File: src/logic/ircm_pkg.sv
`default_nettype none
package ircm_pkg;
    // register indices; byte address is four times the index
    localparam logic [2:0] IDX_RX_DEMOD = 3'h0;
    localparam logic [2:0] IDX_TX_MOD = 3'h1;
    localparam logic [2:0] IDX_RC_CFG = 3'h2;
    localparam logic [2:0] IDX_LC_BANK = 3'h3;
    localparam logic [2:0] IDX_CFG_ONE = 3'h4;
    localparam logic [2:0] IDX_RSVD = 3'h5;
    localparam logic [2:0] IDX_CFG_THREE = 3'h6;
    localparam logic [2:0] IDX_CFG_FOUR = 3'h7;
    localparam int ADDR_LSB = 2;
    localparam int ADDR_MSB = 4;

    localparam logic [7:0] RST_RX_DEMOD = 8'h29;
    localparam logic [7:0] RST_TX_MOD = 8'h69;
    localparam logic [7:0] RST_ZERO = 8'h00;
    // value written at index 3 that opens this bank
    localparam logic [7:0] BANK_CODE = 8'hf4;

    // field positions
    localparam int CODE_MSB = 4;
    localparam int BW_LSB = 5;
    localparam int BW_MSB = 7;
    localparam int TX_HIGH_BIT = 2;
    localparam int RX_DEMOD_DIS_BIT = 4;
    localparam int RX_HIGH_BIT = 5;
    localparam int AUTO_CFG_BIT = 7;
    localparam int SEL0_OUT_BIT = 0;
    localparam int SEL21_OUT_BIT = 1;
    localparam int ID3_BIT = 3;

    // clock in units of 0.1 KHz; frequencies below are in the same unit
    localparam logic [16:0] CLK_DKHZ = 17'h186a0;
    localparam logic [12:0] LOW_BASE_DKHZ = 13'h10e;
    localparam logic [12:0] LOW_STEP_DKHZ = 13'h00a;
    localparam logic [12:0] LOW_TOP_DKHZ = 13'h239;
    localparam logic [12:0] HI_400_DKHZ = 13'hfa0;
    localparam logic [12:0] HI_450_DKHZ = 13'h1194;
    localparam logic [12:0] HI_480_DKHZ = 13'h12c0;
    localparam logic [12:0] FIXED_DKHZ = 13'h1388;
    localparam logic [4:0] CODE_LOW_FIRST = 5'h02;
    localparam logic [4:0] CODE_LOW_LAST = 5'h1d;
    localparam logic [4:0] CODE_LOW_TOP = 5'h1e;
    localparam logic [4:0] CODE_HI_400 = 5'h03;
    localparam logic [4:0] CODE_HI_450 = 5'h08;
    localparam logic [4:0] CODE_HI_480 = 5'h0b;
    // tolerance per bandwidth step as a divisor of the period
    localparam logic [4:0] BW_DIV = 5'h14;

    // pulse widths in 0.1 us, which is one clock at 10 MHz
    localparam logic [9:0] PW_LOW_6US = 10'h03c;
    localparam logic [9:0] PW_LOW_7US = 10'h046;
    localparam logic [9:0] PW_LOW_9US = 10'h05a;
    localparam logic [9:0] PW_LOW_10US6 = 10'h06a;
    localparam logic [9:0] PW_HI_0US7 = 10'h007;
    localparam logic [9:0] PW_HI_0US8 = 10'h008;
    localparam logic [9:0] PW_HI_0US9 = 10'h009;
    localparam logic [9:0] CNT_MAX = 10'h3ff;

    typedef enum logic [1:0] {
        IRCM_UART = 2'b00,
        IRCM_FIXED = 2'b01,
        IRCM_REMOTE = 2'b10,
        IRCM_OTHER = 2'b11
    } ircm_mode_t;

    typedef struct packed {
        logic psel;
        logic penable;
        logic pwrite;
        logic [31:0] paddr;
        logic [31:0] pwdata;
    } ircm_apb_req_t;
endpackage
`default_nettype wire

File: src/logic/ircm_top.sv
// Added by the designer: the APB interface to the registers.
`timescale 1ns/100ps
`default_nettype none
module ircm_top (
    input wire logic clk,
    input wire logic rst,
    input wire ircm_pkg::ircm_apb_req_t apb_req,
    output logic [31:0] prdata,
    output logic pready,
    output logic pslverr,
    input wire ircm_pkg::ircm_mode_t ir_mode,
    input wire logic fixed_demod_dis,
    input wire logic tx_carrier_req,
    input wire logic ir_rx_pin,
    input wire logic id3_pin,
    input wire logic [2:0] transceiver_mode_select_pins_in,
    output logic [2:0] transceiver_mode_select_pins_out,
    output logic [2:0] transceiver_mode_select_pins_oe,
    output logic ir_tx_out,
    output logic rx_envelope
);
    import ircm_pkg::*;

    function automatic logic [9:0] period_of(input logic [12:0] f_dkhz);
        logic [16:0] q;
        q = (f_dkhz == 13'h0000) ? 17'h00000 : CLK_DKHZ / {4'h0, f_dkhz};
        period_of = q[9:0];
    endfunction

    function automatic logic [12:0] low_freq(input logic [4:0] code);
        logic [12:0] f;
        f = 13'h0000;
        if (code == CODE_LOW_TOP)
            f = LOW_TOP_DKHZ;
        else if (code >= CODE_LOW_FIRST && code <= CODE_LOW_LAST)
            f = LOW_BASE_DKHZ + {8'h00, code} * LOW_STEP_DKHZ;
        low_freq = f;
    endfunction

    function automatic logic [12:0] high_freq(input logic [4:0] code);
        logic [12:0] f;
        f = 13'h0000;
        case (code)
            CODE_HI_400: f = HI_400_DKHZ;
            CODE_HI_450: f = HI_450_DKHZ;
            CODE_HI_480: f = HI_480_DKHZ;
            default: f = 13'h0000;
        endcase
        high_freq = f;
    endfunction

    logic [7:0] rx_demod_ff;
    logic [7:0] tx_mod_ff;
    logic [7:0] rc_cfg_ff;
    logic [7:0] lc_bank_ff;
    logic [7:0] cfg_one_ff;
    logic [7:0] cfg_three_ff;
    logic [7:0] cfg_four_ff;
    logic [31:0] prdata_ff;
    logic pready_ff;
    logic pslverr_ff;

    logic [2:0] sel_s1_ff;
    logic [2:0] sel_s2_ff;
    logic id3_s1_ff;
    logic id3_s2_ff;
    logic rx_s1_ff;
    logic rx_s2_ff;
    logic rx_prev_ff;

    logic [9:0] rx_cnt_ff;
    logic rx_ok_ff;
    logic rx_env_ff;
    logic [9:0] tx_cnt_ff;
    logic tx_out_ff;
    logic [2:0] sel_out_ff;
    logic [2:0] sel_oe_ff;

    logic [2:0] idx;
    logic addr_ok;
    logic bank_open;
    logic access;
    logic wr_en;
    logic [7:0] wbyte;
    logic [7:0] rd_byte;
    logic [7:0] cfg_one_rd;

    assign idx = apb_req.paddr[ADDR_MSB:ADDR_LSB];
    assign addr_ok = (apb_req.paddr[31:ADDR_MSB+1] == '0) && (apb_req.paddr[ADDR_LSB-1:0] == '0);
    assign bank_open = (lc_bank_ff == BANK_CODE);
    assign access = apb_req.psel && apb_req.penable && pready_ff;
    assign wr_en = access && apb_req.pwrite && addr_ok;
    assign wbyte = apb_req.pwdata[7:0];

    // bus handshake: one wait state, answer registered
    always_ff @(posedge clk or posedge rst)
    begin
        if (rst)
            pready_ff <= 1'b0;
        else
            pready_ff <= apb_req.psel && apb_req.penable && !pready_ff;
    end

    // pin levels replace written bits while a pin is an input
    always_comb
    begin
        cfg_one_rd = cfg_one_ff;
        if (!cfg_four_ff[SEL0_OUT_BIT])
            cfg_one_rd[0] = sel_s2_ff[0];
        if (!cfg_four_ff[SEL21_OUT_BIT])
            cfg_one_rd[2:1] = sel_s2_ff[2:1];
        cfg_one_rd[ID3_BIT] = id3_s2_ff;
    end

    always_comb
    begin
        rd_byte = 8'h00;
        if (idx == IDX_LC_BANK)
            rd_byte = lc_bank_ff;
        else if (!bank_open)
            rd_byte = 8'h00;
        else if (idx == IDX_RX_DEMOD)
            rd_byte = rx_demod_ff;
        else if (idx == IDX_TX_MOD)
            rd_byte = tx_mod_ff;
        else if (idx == IDX_RC_CFG)
            rd_byte = rc_cfg_ff;
        else if (idx == IDX_CFG_ONE)
            rd_byte = cfg_one_rd;
        else if (idx == IDX_CFG_THREE)
            rd_byte = cfg_three_ff;
        else if (idx == IDX_CFG_FOUR)
            rd_byte = cfg_four_ff;
        else
            rd_byte = 8'h00;
    end

    always_ff @(posedge clk or posedge rst)
    begin
        if (rst)
        begin
            prdata_ff <= 32'h0000_0000;
            pslverr_ff <= 1'b0;
        end
        else if (apb_req.psel && apb_req.penable && !pready_ff)
        begin
            prdata_ff <= (addr_ok && !apb_req.pwrite) ? {24'h000000, rd_byte} : 32'h0000_0000;
            pslverr_ff <= !addr_ok;
        end
        else
        begin
            prdata_ff <= 32'h0000_0000;
            pslverr_ff <= 1'b0;
        end
    end

    // index 3 is reachable from every bank, the rest only when this bank is open
    always_ff @(posedge clk or posedge rst)
    begin
        if (rst)
            lc_bank_ff <= RST_ZERO;
        else if (wr_en && idx == IDX_LC_BANK)
            lc_bank_ff <= wbyte;
    end

    always_ff @(posedge clk or posedge rst)
    begin
        if (rst)
        begin
            rx_demod_ff <= RST_RX_DEMOD;
            tx_mod_ff <= RST_TX_MOD;
            rc_cfg_ff <= RST_ZERO;
            cfg_one_ff <= RST_ZERO;
            cfg_three_ff <= RST_ZERO;
            cfg_four_ff <= RST_ZERO;
        end
        else if (wr_en && bank_open)
        begin
            if (idx == IDX_RX_DEMOD)
                rx_demod_ff <= wbyte;
            else if (idx == IDX_TX_MOD)
                tx_mod_ff <= wbyte;
            else if (idx == IDX_RC_CFG)
                rc_cfg_ff <= wbyte;
            else if (idx == IDX_CFG_ONE)
                cfg_one_ff <= wbyte;
            else if (idx == IDX_CFG_THREE)
                cfg_three_ff <= wbyte;
            else if (idx == IDX_CFG_FOUR)
                cfg_four_ff <= wbyte;
        end
    end

    // pins are asynchronous to clk
    always_ff @(posedge clk or posedge rst)
    begin
        if (rst)
        begin
            sel_s1_ff <= 3'h0;
            sel_s2_ff <= 3'h0;
            id3_s1_ff <= 1'b0;
            id3_s2_ff <= 1'b0;
            rx_s1_ff <= 1'b0;
            rx_s2_ff <= 1'b0;
            rx_prev_ff <= 1'b0;
        end
        else
        begin
            sel_s1_ff <= transceiver_mode_select_pins_in;
            sel_s2_ff <= sel_s1_ff;
            id3_s1_ff <= id3_pin;
            id3_s2_ff <= id3_s1_ff;
            rx_s1_ff <= ir_rx_pin;
            rx_s2_ff <= rx_s1_ff;
            rx_prev_ff <= rx_s2_ff;
        end
    end

    // receive demodulator: period between rising edges against a window
    logic rx_edge;
    logic rx_dis;
    logic [12:0] rx_f;
    logic [9:0] rx_p;
    logic [12:0] rx_tol_w;
    logic [9:0] rx_tol;
    logic in_window;

    assign rx_edge = rx_s2_ff && !rx_prev_ff;
    assign rx_dis = (ir_mode == IRCM_REMOTE) ? rc_cfg_ff[RX_DEMOD_DIS_BIT] : fixed_demod_dis;

    always_comb
    begin
        if (ir_mode == IRCM_FIXED)
            rx_f = FIXED_DKHZ;
        else if (rc_cfg_ff[RX_HIGH_BIT])
            rx_f = high_freq(rx_demod_ff[CODE_MSB:0]);
        else
            rx_f = low_freq(rx_demod_ff[CODE_MSB:0]);
        rx_p = period_of(rx_f);
        rx_tol_w = ({3'h0, rx_p} * {10'h000, rx_demod_ff[BW_MSB:BW_LSB]}) / {8'h00, BW_DIV};
        rx_tol = rx_tol_w[9:0];
        in_window = (rx_p != 10'h000) && (rx_cnt_ff + rx_tol >= rx_p) && (rx_cnt_ff <= rx_p + rx_tol);
    end

    always_ff @(posedge clk or posedge rst)
    begin
        if (rst)
            rx_cnt_ff <= 10'h000;
        else if (rx_edge)
            rx_cnt_ff <= 10'h001;
        else if (rx_cnt_ff != CNT_MAX)
            rx_cnt_ff <= rx_cnt_ff + 10'h001;
    end

    // a stalled carrier saturates the counter and drops acceptance
    always_ff @(posedge clk or posedge rst)
    begin
        if (rst)
            rx_ok_ff <= 1'b0;
        else if (rx_edge)
            rx_ok_ff <= in_window;
        else if (rx_cnt_ff == CNT_MAX)
            rx_ok_ff <= 1'b0;
    end

    always_ff @(posedge clk or posedge rst)
    begin
        if (rst)
            rx_env_ff <= 1'b0;
        else if (rx_dis)
            rx_env_ff <= rx_s2_ff;
        else
            rx_env_ff <= rx_ok_ff;
    end

    // transmit modulator
    logic [9:0] tx_p;
    logic [9:0] tx_pw;
    logic tx_high;

    always_comb
    begin
        tx_high = (ir_mode == IRCM_FIXED) || rc_cfg_ff[TX_HIGH_BIT];
        if (ir_mode == IRCM_FIXED)
            tx_p = period_of(FIXED_DKHZ);
        else if (rc_cfg_ff[TX_HIGH_BIT])
            tx_p = period_of(high_freq(tx_mod_ff[CODE_MSB:0]));
        else
            tx_p = period_of(low_freq(tx_mod_ff[CODE_MSB:0]));
        tx_pw = 10'h000;
        case (tx_mod_ff[BW_MSB:BW_LSB])
            3'h2: tx_pw = tx_high ? PW_HI_0US7 : PW_LOW_6US;
            3'h3: tx_pw = tx_high ? PW_HI_0US8 : PW_LOW_7US;
            3'h4: tx_pw = tx_high ? PW_HI_0US9 : PW_LOW_9US;
            3'h5: tx_pw = tx_high ? 10'h000 : PW_LOW_10US6;
            default: tx_pw = 10'h000;
        endcase
    end

    // reserved codes give a zero period and keep the carrier off
    always_ff @(posedge clk or posedge rst)
    begin
        if (rst)
            tx_cnt_ff <= 10'h000;
        else if (!tx_carrier_req || tx_cnt_ff + 10'h001 >= tx_p)
            tx_cnt_ff <= 10'h000;
        else
            tx_cnt_ff <= tx_cnt_ff + 10'h001;
    end

    always_ff @(posedge clk or posedge rst)
    begin
        if (rst)
            tx_out_ff <= 1'b0;
        else
            tx_out_ff <= tx_carrier_req && (tx_p != 10'h000) && (tx_cnt_ff < tx_pw) &&
                (ir_mode == IRCM_FIXED || ir_mode == IRCM_REMOTE);
    end

    // transceiver select pins
    always_ff @(posedge clk or posedge rst)
    begin
        if (rst)
        begin
            sel_out_ff <= 3'h0;
            sel_oe_ff <= 3'h0;
        end
        else
        begin
            sel_oe_ff <= {{2{cfg_four_ff[SEL21_OUT_BIT]}}, cfg_four_ff[SEL0_OUT_BIT]};
            if (!cfg_four_ff[AUTO_CFG_BIT])
                sel_out_ff <= cfg_one_ff[2:0];
            else if (ir_mode == IRCM_UART)
                sel_out_ff <= 3'h0;
            else if (ir_mode == IRCM_FIXED)
                sel_out_ff <= cfg_one_ff[2:0];
            else
                sel_out_ff <= cfg_three_ff[2:0];
        end
    end

    assign prdata = prdata_ff;
    assign pready = pready_ff;
    assign pslverr = pslverr_ff;
    assign transceiver_mode_select_pins_out = sel_out_ff;
    assign transceiver_mode_select_pins_oe = sel_oe_ff;
    assign ir_tx_out = tx_out_ff;
    assign rx_envelope = rx_env_ff;
endmodule
`default_nettype wire

File: config.mk
export PLATFORM = sky130hd
export DESIGN_NAME = ircm_top
export DESIGN_NICKNAME = d
export VERILOG_FILES = /design/src/logic/ircm_pkg.sv /design/src/logic/ircm_top.sv
export SDC_FILE = /design/constraint.sdc
export NUM_CORES = 1
export LEC_CHECK = 0
export BUFFER_PORTS_ARGS = -buffer_cell sky130_fd_sc_hd__buf_2
export CAP_MARGIN = 20
export CORE_UTILIZATION = 45
export CTS_BUF_LIST = sky130_fd_sc_hd__clkbuf_2 sky130_fd_sc_hd__clkbuf_4 sky130_fd_sc_hd__clkbuf_8
export DETAILED_ROUTE_END_ITERATION = 8
export PLACE_DENSITY = 0.62
export REMOVE_ABC_BUFFERS = 1
export SLEW_MARGIN = 10
export SYNTH_ARGS = -nofsm -noshare
export SYNTH_HDL_FRONTEND = slang
export SYNTH_SLANG_ARGS = --single-unit
File: constraint.sdc
create_clock -name clk -period 92.2 [get_ports clk]
set_input_delay 9.22 -clock clk [delete_from_list [all_inputs] [get_ports clk]]
set_output_delay 9.22 -clock clk [all_outputs]
set_load 0.01 [all_outputs]
Word-level counts from Yosys, hierarchy flattened
Index checks and enable logic that the tools add are counted.
- register bits: 129
- logic and storage cells: 160
- bitwise logic cells: 5
- order comparisons: 8
- equality and inequality tests: 23
- div/mod/pow operators: 4
- reductions and logical operators: 42
- add/sub/neg operators: 6
- multiplexer cells: 45
- multipliers: 3
- operator list (operator ; count):
    10-bit 2-to-1 mux ; 12
    8-bit 2-to-1 mux ; 10
    13-bit 2-to-1 mux ; 6
    13-bit case mux with 3 select lines ; 2
    17-bit by 13-bit divider with 17-bit output, first input constant ; 3
    13-bit zero test ; 3
    7-bit case mux with 4 select lines ; 1
    27-bit zero test ; 1
    7-bit 2-to-1 mux ; 3
    10-bit by 1-bit adder with 10-bit output, second input constant ; 2
    10-bit adder ; 2
    9-bit by 9-bit adder with 10-bit output, first input constant ; 2
    5-bit by 4-bit equality test with 1-bit output, second input constant ; 4
    10-bit greater-or-equal comparator ; 2
    10-bit nonzero test ; 2
    1-bit logical AND ; 17
    5-bit by 3-bit multiplier with 8-bit output, second input constant ; 2
    3-bit equality test, second input constant ; 5
    13-bit by 5-bit divider with 13-bit output, second input constant ; 1
    10-bit by 3-bit multiplier with 13-bit output ; 1
    3-bit by 2-bit equality test with 1-bit output, second input constant ; 4
    10-bit equality test, second input constant ; 1
    5-bit by 2-bit equality test with 1-bit output, second input constant ; 2
    5-bit equality test, second input constant ; 2
    other kinds (25) ; 46

Longest topological paths before layout
Gate-level depths: netlist of the first run.
- depth after elaboration: 15
- gate-level depth with buffers: 214

Worst setup path before layout of the first run
No wires, ideal clock.
- path kind: input to register
- start: in ir_mode[1]
- end: reg rx_ok_ff
- setup slack: 42.991 ns
- cell stages on the path: 199
- required time: 92.117 ns
- buffers on the path: 9
- setup time: 0.083 ns
- arrival: 49.127 ns
- cells stage by stage: inv_1 > ha_1 > clkbuf_1 > nor2_1 > a21boi_0 > o2111a_1 > and4_1 > clkbuf_1 > clkbuf_1 > nand2_1 > ha_1 > o21ai_0 > a211oi_1 > o211ai_1 > or2_2 > ha_1 > o21ai_0 > a21oi_1 > [... 163 more ...] > o2111ai_1 > ha_1 > fa_1 > a21oi_1 > nor2_1 > nor2_1 > o21bai_1 > a21oi_1 > o21bai_1 > a21oi_1 > xor2_1 > ha_1 > a21o_1 > a21oi_1 > o21ai_0 > o31ai_1 > nand3_1 > o22ai_1
- word-level cells in the longest chain between the ends: 11
- elaborated cells on any way between the ends: 15
- those cells by class: 2 x add/sub; 1 x mul; 2 x div; 2 x order compare; 1 x eq/ne; 3 x mux; 4 x reduce/logical
- ends and longest elaborated chain (element ; line ; source):
    start, declared ; ircm_top.sv:11 ; input wire ircm_pkg::ircm_mode_t ir_mode,
    2-bit by 1-bit equality test with 1-bit output (*) ; ircm_top.sv:233 ; if (ir_mode == IRCM_FIXED)
    13-bit 2-to-1 mux (*) ; ircm_top.sv:233 ;
    17-bit by 13-bit divider with 17-bit output / 13-bit zero test (equally long branches) ; ircm_top.sv:26 ; q = (f_dkhz == 13'h0000) ? 17'h00000 : CLK_DKHZ / {4'h0, f_dkhz};
    10-bit 2-to-1 mux (*) ; ircm_top.sv:26 ;
    10-bit by 3-bit multiplier with 13-bit output ; ircm_top.sv:240 ; rx_tol_w = ({3'h0, rx_p} * {10'h000, rx_demod_ff[BW_MSB:BW_LSB]}) / {8'h00, BW_DIV};
    13-bit by 5-bit divider with 13-bit output ; ircm_top.sv:240 ;
    10-bit adder ; ircm_top.sv:242 ; in_window = (rx_p != 10'h000) && (rx_cnt_ff + rx_tol >= rx_p) && (rx_cnt_ff <= rx_p + rx_tol);
    10-bit greater-or-equal comparator ; ircm_top.sv:242 ;
    1-bit logical AND ; ircm_top.sv:242 ;
    1-bit logical AND (*) ; ircm_top.sv:242 ;
    1-bit 2-to-1 mux (*) ; ircm_top.sv:260 ; else if (rx_edge)
    end signal, assigned ; ircm_top.sv:261 ; rx_ok_ff <= in_window;
    end, declared ; ircm_top.sv:72 ; logic rx_ok_ff;
Every way passes the cells marked *; elsewhere a longest branch is shown, timed or not.
A chain may end at the register's enable or synchronous reset.

Worst setup path after layout of the first run
Ends and elaborated chain as after synthesis.

==> flow_summary.toml, run 1 <==
[outcome]
status = "completed"

[floorplan]
chipWidth_um = 234
coreArea_um2 = 53000
start_util_pct = 45.9
die_h_um = 234
die-area_um2 = 54900
io_pins = 120
fp-row-count = 84

[sta]
fin_skew_ns = 0.0260
relSlewSlack_pct = 27.1
rsz0062_at_grt = "false"
slew_viol_final = 0
hold_viol_final = 0
max_freq_mhz = 18.1
tns_ns = 0
setup_viol = 0
post-route-min-period_ns = 55.12
max_slew.worst_pin.slew_ns = 1.08
post-route-period-util_pct = 59.8
hold-worst-slack_ns = 0.359

[grt]
grt_usage_pct = 24.5
grt_pass1_wl_mm = 112
gr-total-overflow = 0
grt_pass1_vias = 22900
antenna_found_initial = 0
grt_max_degree = 55

[place]
place_congestion = 0.895
io_buffers = 71
dpl.hpwl_mm = 53.5

[routing]
vias = 24000
dr.pass1.iters = 6
wl_per_cell_um = 17.3
drt_iter0_drc = 1721
drcViolationCount = 0
routed_wirelength_mm = 68.2
viasPerCell = 6.11
antenna_left = 0

[synthesis]
post-synth-top-count-cell = "ha_1"
ys.flop_type = "dfrtp_1"
synthXorXnorAreaFrac_pct = 7.71
mappedNetlistArea_um2 = 24300
synth-seq-area-share_pct = 10.7
synth_top_family_by_area = "compound AO/OA/AOI/OAI gates"
synth-seq-cells = 104
synth_async_sr_flop_share_pct = 100
synth_edf_count = 0
ys_warn_count = 0
synthCells = 3192
synth_area_leaders = "ha_1 (19%), dfrtp_1 (10%), mux2_2 (6.1%), a21oi_1 (5.7%), xnor2_1 (5.6%)"
synth_compound_area_share_pct = 28.8
yosysTopAreaCellShare_pct = 19.3
synth.cells.most_frequent = "ha_1 (374), a21oi_1 (278), nor2_1 (265), nand2_1 (254), o21ai_0 (175)"
muxShareOfSynthArea_pct = 7.72
synth-simple-area-share_pct = 19.7
synth_cell_types = 106
synthAdderAreaFrac_pct = 20.4
synth_area_per_cell_um2 = 7.61
synth_top_area_cell = "ha_1"

[critical_path]
path_max_fanout = 24
slowest_stage = "a2111oi_0"
crit_path_end_kind = "flop"
crit_type = "in2reg"
cp.required_ns = 92.50
critPathLaunchType = "input port"
arrival_ns = 55.43
crit_top_cell = "o21ai_0"
cp_slowest_stage_delay_ns = 0.88

[flow_run]
drv_cap = 0

[clock_network]
h-tree-depth = 3
cts.path.max_buffers = 2
cts_tree = "built"
numClockSinks = 104
clk_pin_slew_ns = 0.11
insertion_delay_ns = 0.39
post_cts_buffers = 0
cts_resized = 0
cts-hold-fix-buffers = 0
numCtsBuffers = 9
cts_root_buf = "clkbuf_8"

[hold_path]
min_path_type = "reg2reg"

[cells_and_area]
insertedDiodeCount = 0
fin_nets = 3707
area_delta_synth_final_pct = 5.43
drive_gt1_share_pct = 10.2
==> path summary, 6_finish.rpt <==
path	slack, ns	startpoint	cells after the start	end
min reg2reg	0.36	rx_s1_ff	0	rx_s2_ff
max	37.08	ir_mode[1]	194	rx_ok_ff
max reg2reg	44.78	rx_demod_ff[3]	196	rx_ok_ff
min	0.36	rx_s1_ff	0	rx_s2_ff
min in group asynchronous	8.92	rst	2	rx_s1_ff
max in group asynchronous	82.16	rst	3	cfg_four_ff[2]
==> cells in the final DEF, fill, tap and decap left out, types with 27 or more instances in the layout <==
master,instances
a31oi_1,34
buf_4,32
ha_1,374
nand3_1,70
nand4_1,33
mux2i_1,35
o21ai_0,173
or2_2,28
nor3_1,77
o21bai_1,45
a21o_1,94
xor2_1,59
o211ai_1,43
nor2_1,265
a21oi_1,278
a211oi_1,31
nor2b_1,52
a21boi_0,27
conb_1,49
xnor2_1,155
o21a_1,78
inv_1,168
buf_2,71
and3_1,36
nand2_1,254
o31ai_1,32
dfrtp_1,97
mux2_2,132
nand2b_1,43
==> layout make-up <==
cell class	count	area [µm²]
clock buffer	9	124
clock inverter	7	83.8
fill	5228	27300
inverter	172	648
multi-input combinational	2852	20700
sequential	104	2610
tap	688	861
timing repair buffer	103	596
==> flip-flops by register name (all words and copies together), names as in the netlist, 2 cells and up <==
| name | count |
|---|---|
| transceiver_mode_select_pins_out | 3 |
| sel_s2_ff | 3 |
| lc_bank_ff | 8 |
| rc_cfg_ff | 8 |
| tx_cnt_ff | 10 |
| cfg_four_ff | 8 |
| tx_mod_ff | 8 |
| cfg_one_ff | 7 |
| sel_s1_ff | 3 |
| prdata | 8 |
| rx_demod_ff | 8 |
| cfg_three_ff | 8 |
| transceiver_mode_select_pins_oe | 2 |
| rx_cnt_ff | 10 |
==> per-stage QoR <==
stage / utilization, % / std cells / area (µm²) / worst slack [ns]
after floorplan: - / 3128 / 23900 / 41.99
after global placement: 48.0 / 3919 / 25400 / 38.24
after detailed placement: 48.0 / 3919 / 25400 / 37.33
after CTS: 48.4 / 3935 / 25600 / 37.51
after global routing: 48.4 / 3935 / 25600 / 32.86
final: 48.4 / 3935 / 25600 / 37.08
==> kinds of logic (layout without fill, tap and decap cells) <==
group,count (synthesis),after routing
buf+inv,283,291
other cells,2,49
flops,104,104
fa+ha+maj,389,389
mux,170,170
compound gates,1047,1047
xor+xnor,214,214
simple gates,983,983
==> worst max-delay path: cells and delay by family <==
family	cells	cell delay, ns
AOI/OAI and AO/OA	123	26.12
xor gates and xnor gates	2	0.53
adders and majority gates	23	8.11
buffers and inverters	9	1.49
muxes	5	1.75
and+or+nand+nor	32	8.09
==> layer usage <==
| metal | up-vias | track usage, % | part of all wire (%) |
|---|---|---|---|
| met5 | - | 0 | 0 |
| met3 | 110 | 1.96 | 4.0 |
| met2 | 595 | 41.9 | 46 |
| met4 | 0 | 7.86 | 3.1 |
| li1 | 11900 | - | - |
| met1 | 11400 | 32.4 | 47 |
Power of run 1 is left out: the tool's default activity adds up to more than one toggle a clock period on the data nets, which glitch-free logic cannot reach.
==> inputs of run 2 (changes only) <==
==> constraint.sdc (replaced) <==
create_clock -name clk -period 51.6 [get_ports clk]
set_input_delay 5.16 -clock clk [delete_from_list [all_inputs] [get_ports clk]]
set_output_delay 5.16 -clock clk [all_outputs]
set_load 0.01 [all_outputs]
==> run 2 against run 1 <==
Compared with the run above: clock skew is 0.0019 ns lower; sequential share of layout area hardly changed; critical path depth increased by 6; register-to-register slack worse by 38 ns; routed wire length grew 1.3%; flip-flop and latch count unchanged; global-route usage increased by 0.44 points; hold slack better by 0.0052 ns; worst setup slack got worse by 33 ns.
==> flow_summary.toml, run 2 (synthesized netlist as in run 1, its figures left out) <==
[clock_network]
insertion_delay_ns = 0.40
cts_tree = "built"
h-tree-depth = 3
cts-hold-fix-buffers = 0
numCtsBuffers = 9
cts_root_buf = "clkbuf_8"
numClockSinks = 104
clk_pin_slew_ns = 0.13
cts.path.max_buffers = 2

[floorplan]
chipWidth_um = 234
start_util_pct = 45.9
die-area_um2 = 54900
fp-row-count = 84
io_pins = 120
coreArea_um2 = 53000
die_h_um = 234

[routing]
drcViolationCount = 0
antenna_left = 0
vias = 24000
routed_wirelength_mm = 69.1
drt_iter0_drc = 1621
wl_per_cell_um = 17.6
dr.pass1.iters = 5
viasPerCell = 6.09

[grt]
grt_max_degree = 63
gr-total-overflow = 0
antenna_found_initial = 0
grt_pass1_vias = 23000
grt_pass1_wl_mm = 114
grt_usage_pct = 24.9

[cells_and_area]
largestRegisters = "rx_cnt_ff x10, tx_cnt_ff x10"
final_area_um2 = 25700
layout_common_cells = "ha_1 (373), a21oi_1 (277), nor2_1 (263), nand2_1 (252), o21ai_0 (172)"
layout_commonest_cell = "ha_1"
final_core_util_pct = 48.6
multiInputGateArea_um2 = 20800
fill_cells = 5294
insertedDiodeCount = 0
drive_gt1_share_pct = 10.9
seq_area_um2 = 2610
fin_nets = 3710
area_delta_synth_final_pct = 5.89

[hold_path]
whs_endpoint = "sel_s2_ff[0]"
min_path_type = "reg2reg"
min_from = "sel_s1_ff[0]"
worstHoldPathCells = 0

[critical_path]
slowest_stage = "fa_1"
r2r_start = "rx_demod_ff[3]"
crit_top_cell = "o21ai_0"
path_max_fanout = 21
critPathLaunchType = "input port"
cp_slowest_stage_delay_ns = 0.56
crit_path_end_kind = "flop"
cpLargestDelayFamily = "compound AO/OA/AOI/OAI gates"
rrSetupSlack_ns = 6.77
path_buf_inv = 10
crit_type = "in2reg"
arrival_ns = 48.20
reg2reg_depth = 200
crit_start = "ir_mode[1]"
r2r-end = "rx_ok_ff"
cp.required_ns = 51.92

[place]
dpl.hpwl_mm = 53.7
place_area_um2 = 25400
io_buffers = 71
place_congestion = 0.900

[sta]
hold_viol_final = 0
max_slew.worst_pin.slew_ns = 1.05
rsz0062_at_grt = "false"
setup_viol = 0
post-route-min-period_ns = 47.88
slew_viol_final = 0
post-route-period-util_pct = 92.8
tns_ns = 0
relSlewSlack_pct = 30.2
max_freq_mhz = 20.9
fin_skew_ns = 0.0241

[outcome]
status = "completed"

[flow_run]
drv_cap = 0
==> run 2: worst reg2reg max path, delay by kind of cell, from the launching register on <==
family / cells / cell delay [ns]
buffers and inverters: 7 / 1.25
XOR/XNOR: 3 / 0.70
multiplexers: 4 / 1.48
adder cells (fa/ha/maj): 24 / 7.96
AO/OA/AOI/OAI: 132 / 26.50
flip-flops: 1 / 0.71
AND/OR/NAND/NOR: 30 / 6.17
==> run 2: final cells by class <==
class                   instances  share of cell area, %
repair buffers                106                   2.39
clock inverters                 7                  0.345
well taps                     688                   3.34
inverters                     172                   2.52
clock buffers                   9                  0.481
multi-input cells            2852                   80.8
flip-flops and latches        104                   10.1
==> run 2: timing repair <==
action | CTS | global route
resized for setup | 0 | 25
buffers inserted | 0 | 2
setup endpoints to repair | 0 | 1
==> run 2: layer usage <==
layer | GRT usage (%) | share of wire, %
met5 | 0 | 0
met3 | 1.98 | 3.9
met4 | 5.85 | 2.1
met1 | 34.0 | 48
met2 | 42.4 | 46
==> run 2: worst max-delay path by stage <==
stage / endpoint / slack, ns / cells past startpoint
finish: rx_ok_ff / 3.72 / 200
global route: rx_ok_ff / 0.27 / 199
CTS: rx_ok_ff / 1.70 / 190
detailed placement: rx_ok_ff / 1.48 / 191
global placement: rx_ok_ff / 2.56 / 196
floorplan: rx_ok_ff / 5.45 / 191
==> run 2: stage by stage <==
stage | hold WS (ns) | setup slack (ns) | instances
after CTS | 0.364 | 1.70 | 3935
after floorplan | 0.331 | 5.45 | 3128
after global placement | 0.335 | 2.56 | 3919
final | 0.364 | 3.72 | 3938
after detailed placement | 0.335 | 1.48 | 3919
after global routing | 0.372 | 0.273 | 3938
Power of run 2 is left out for the same reason.
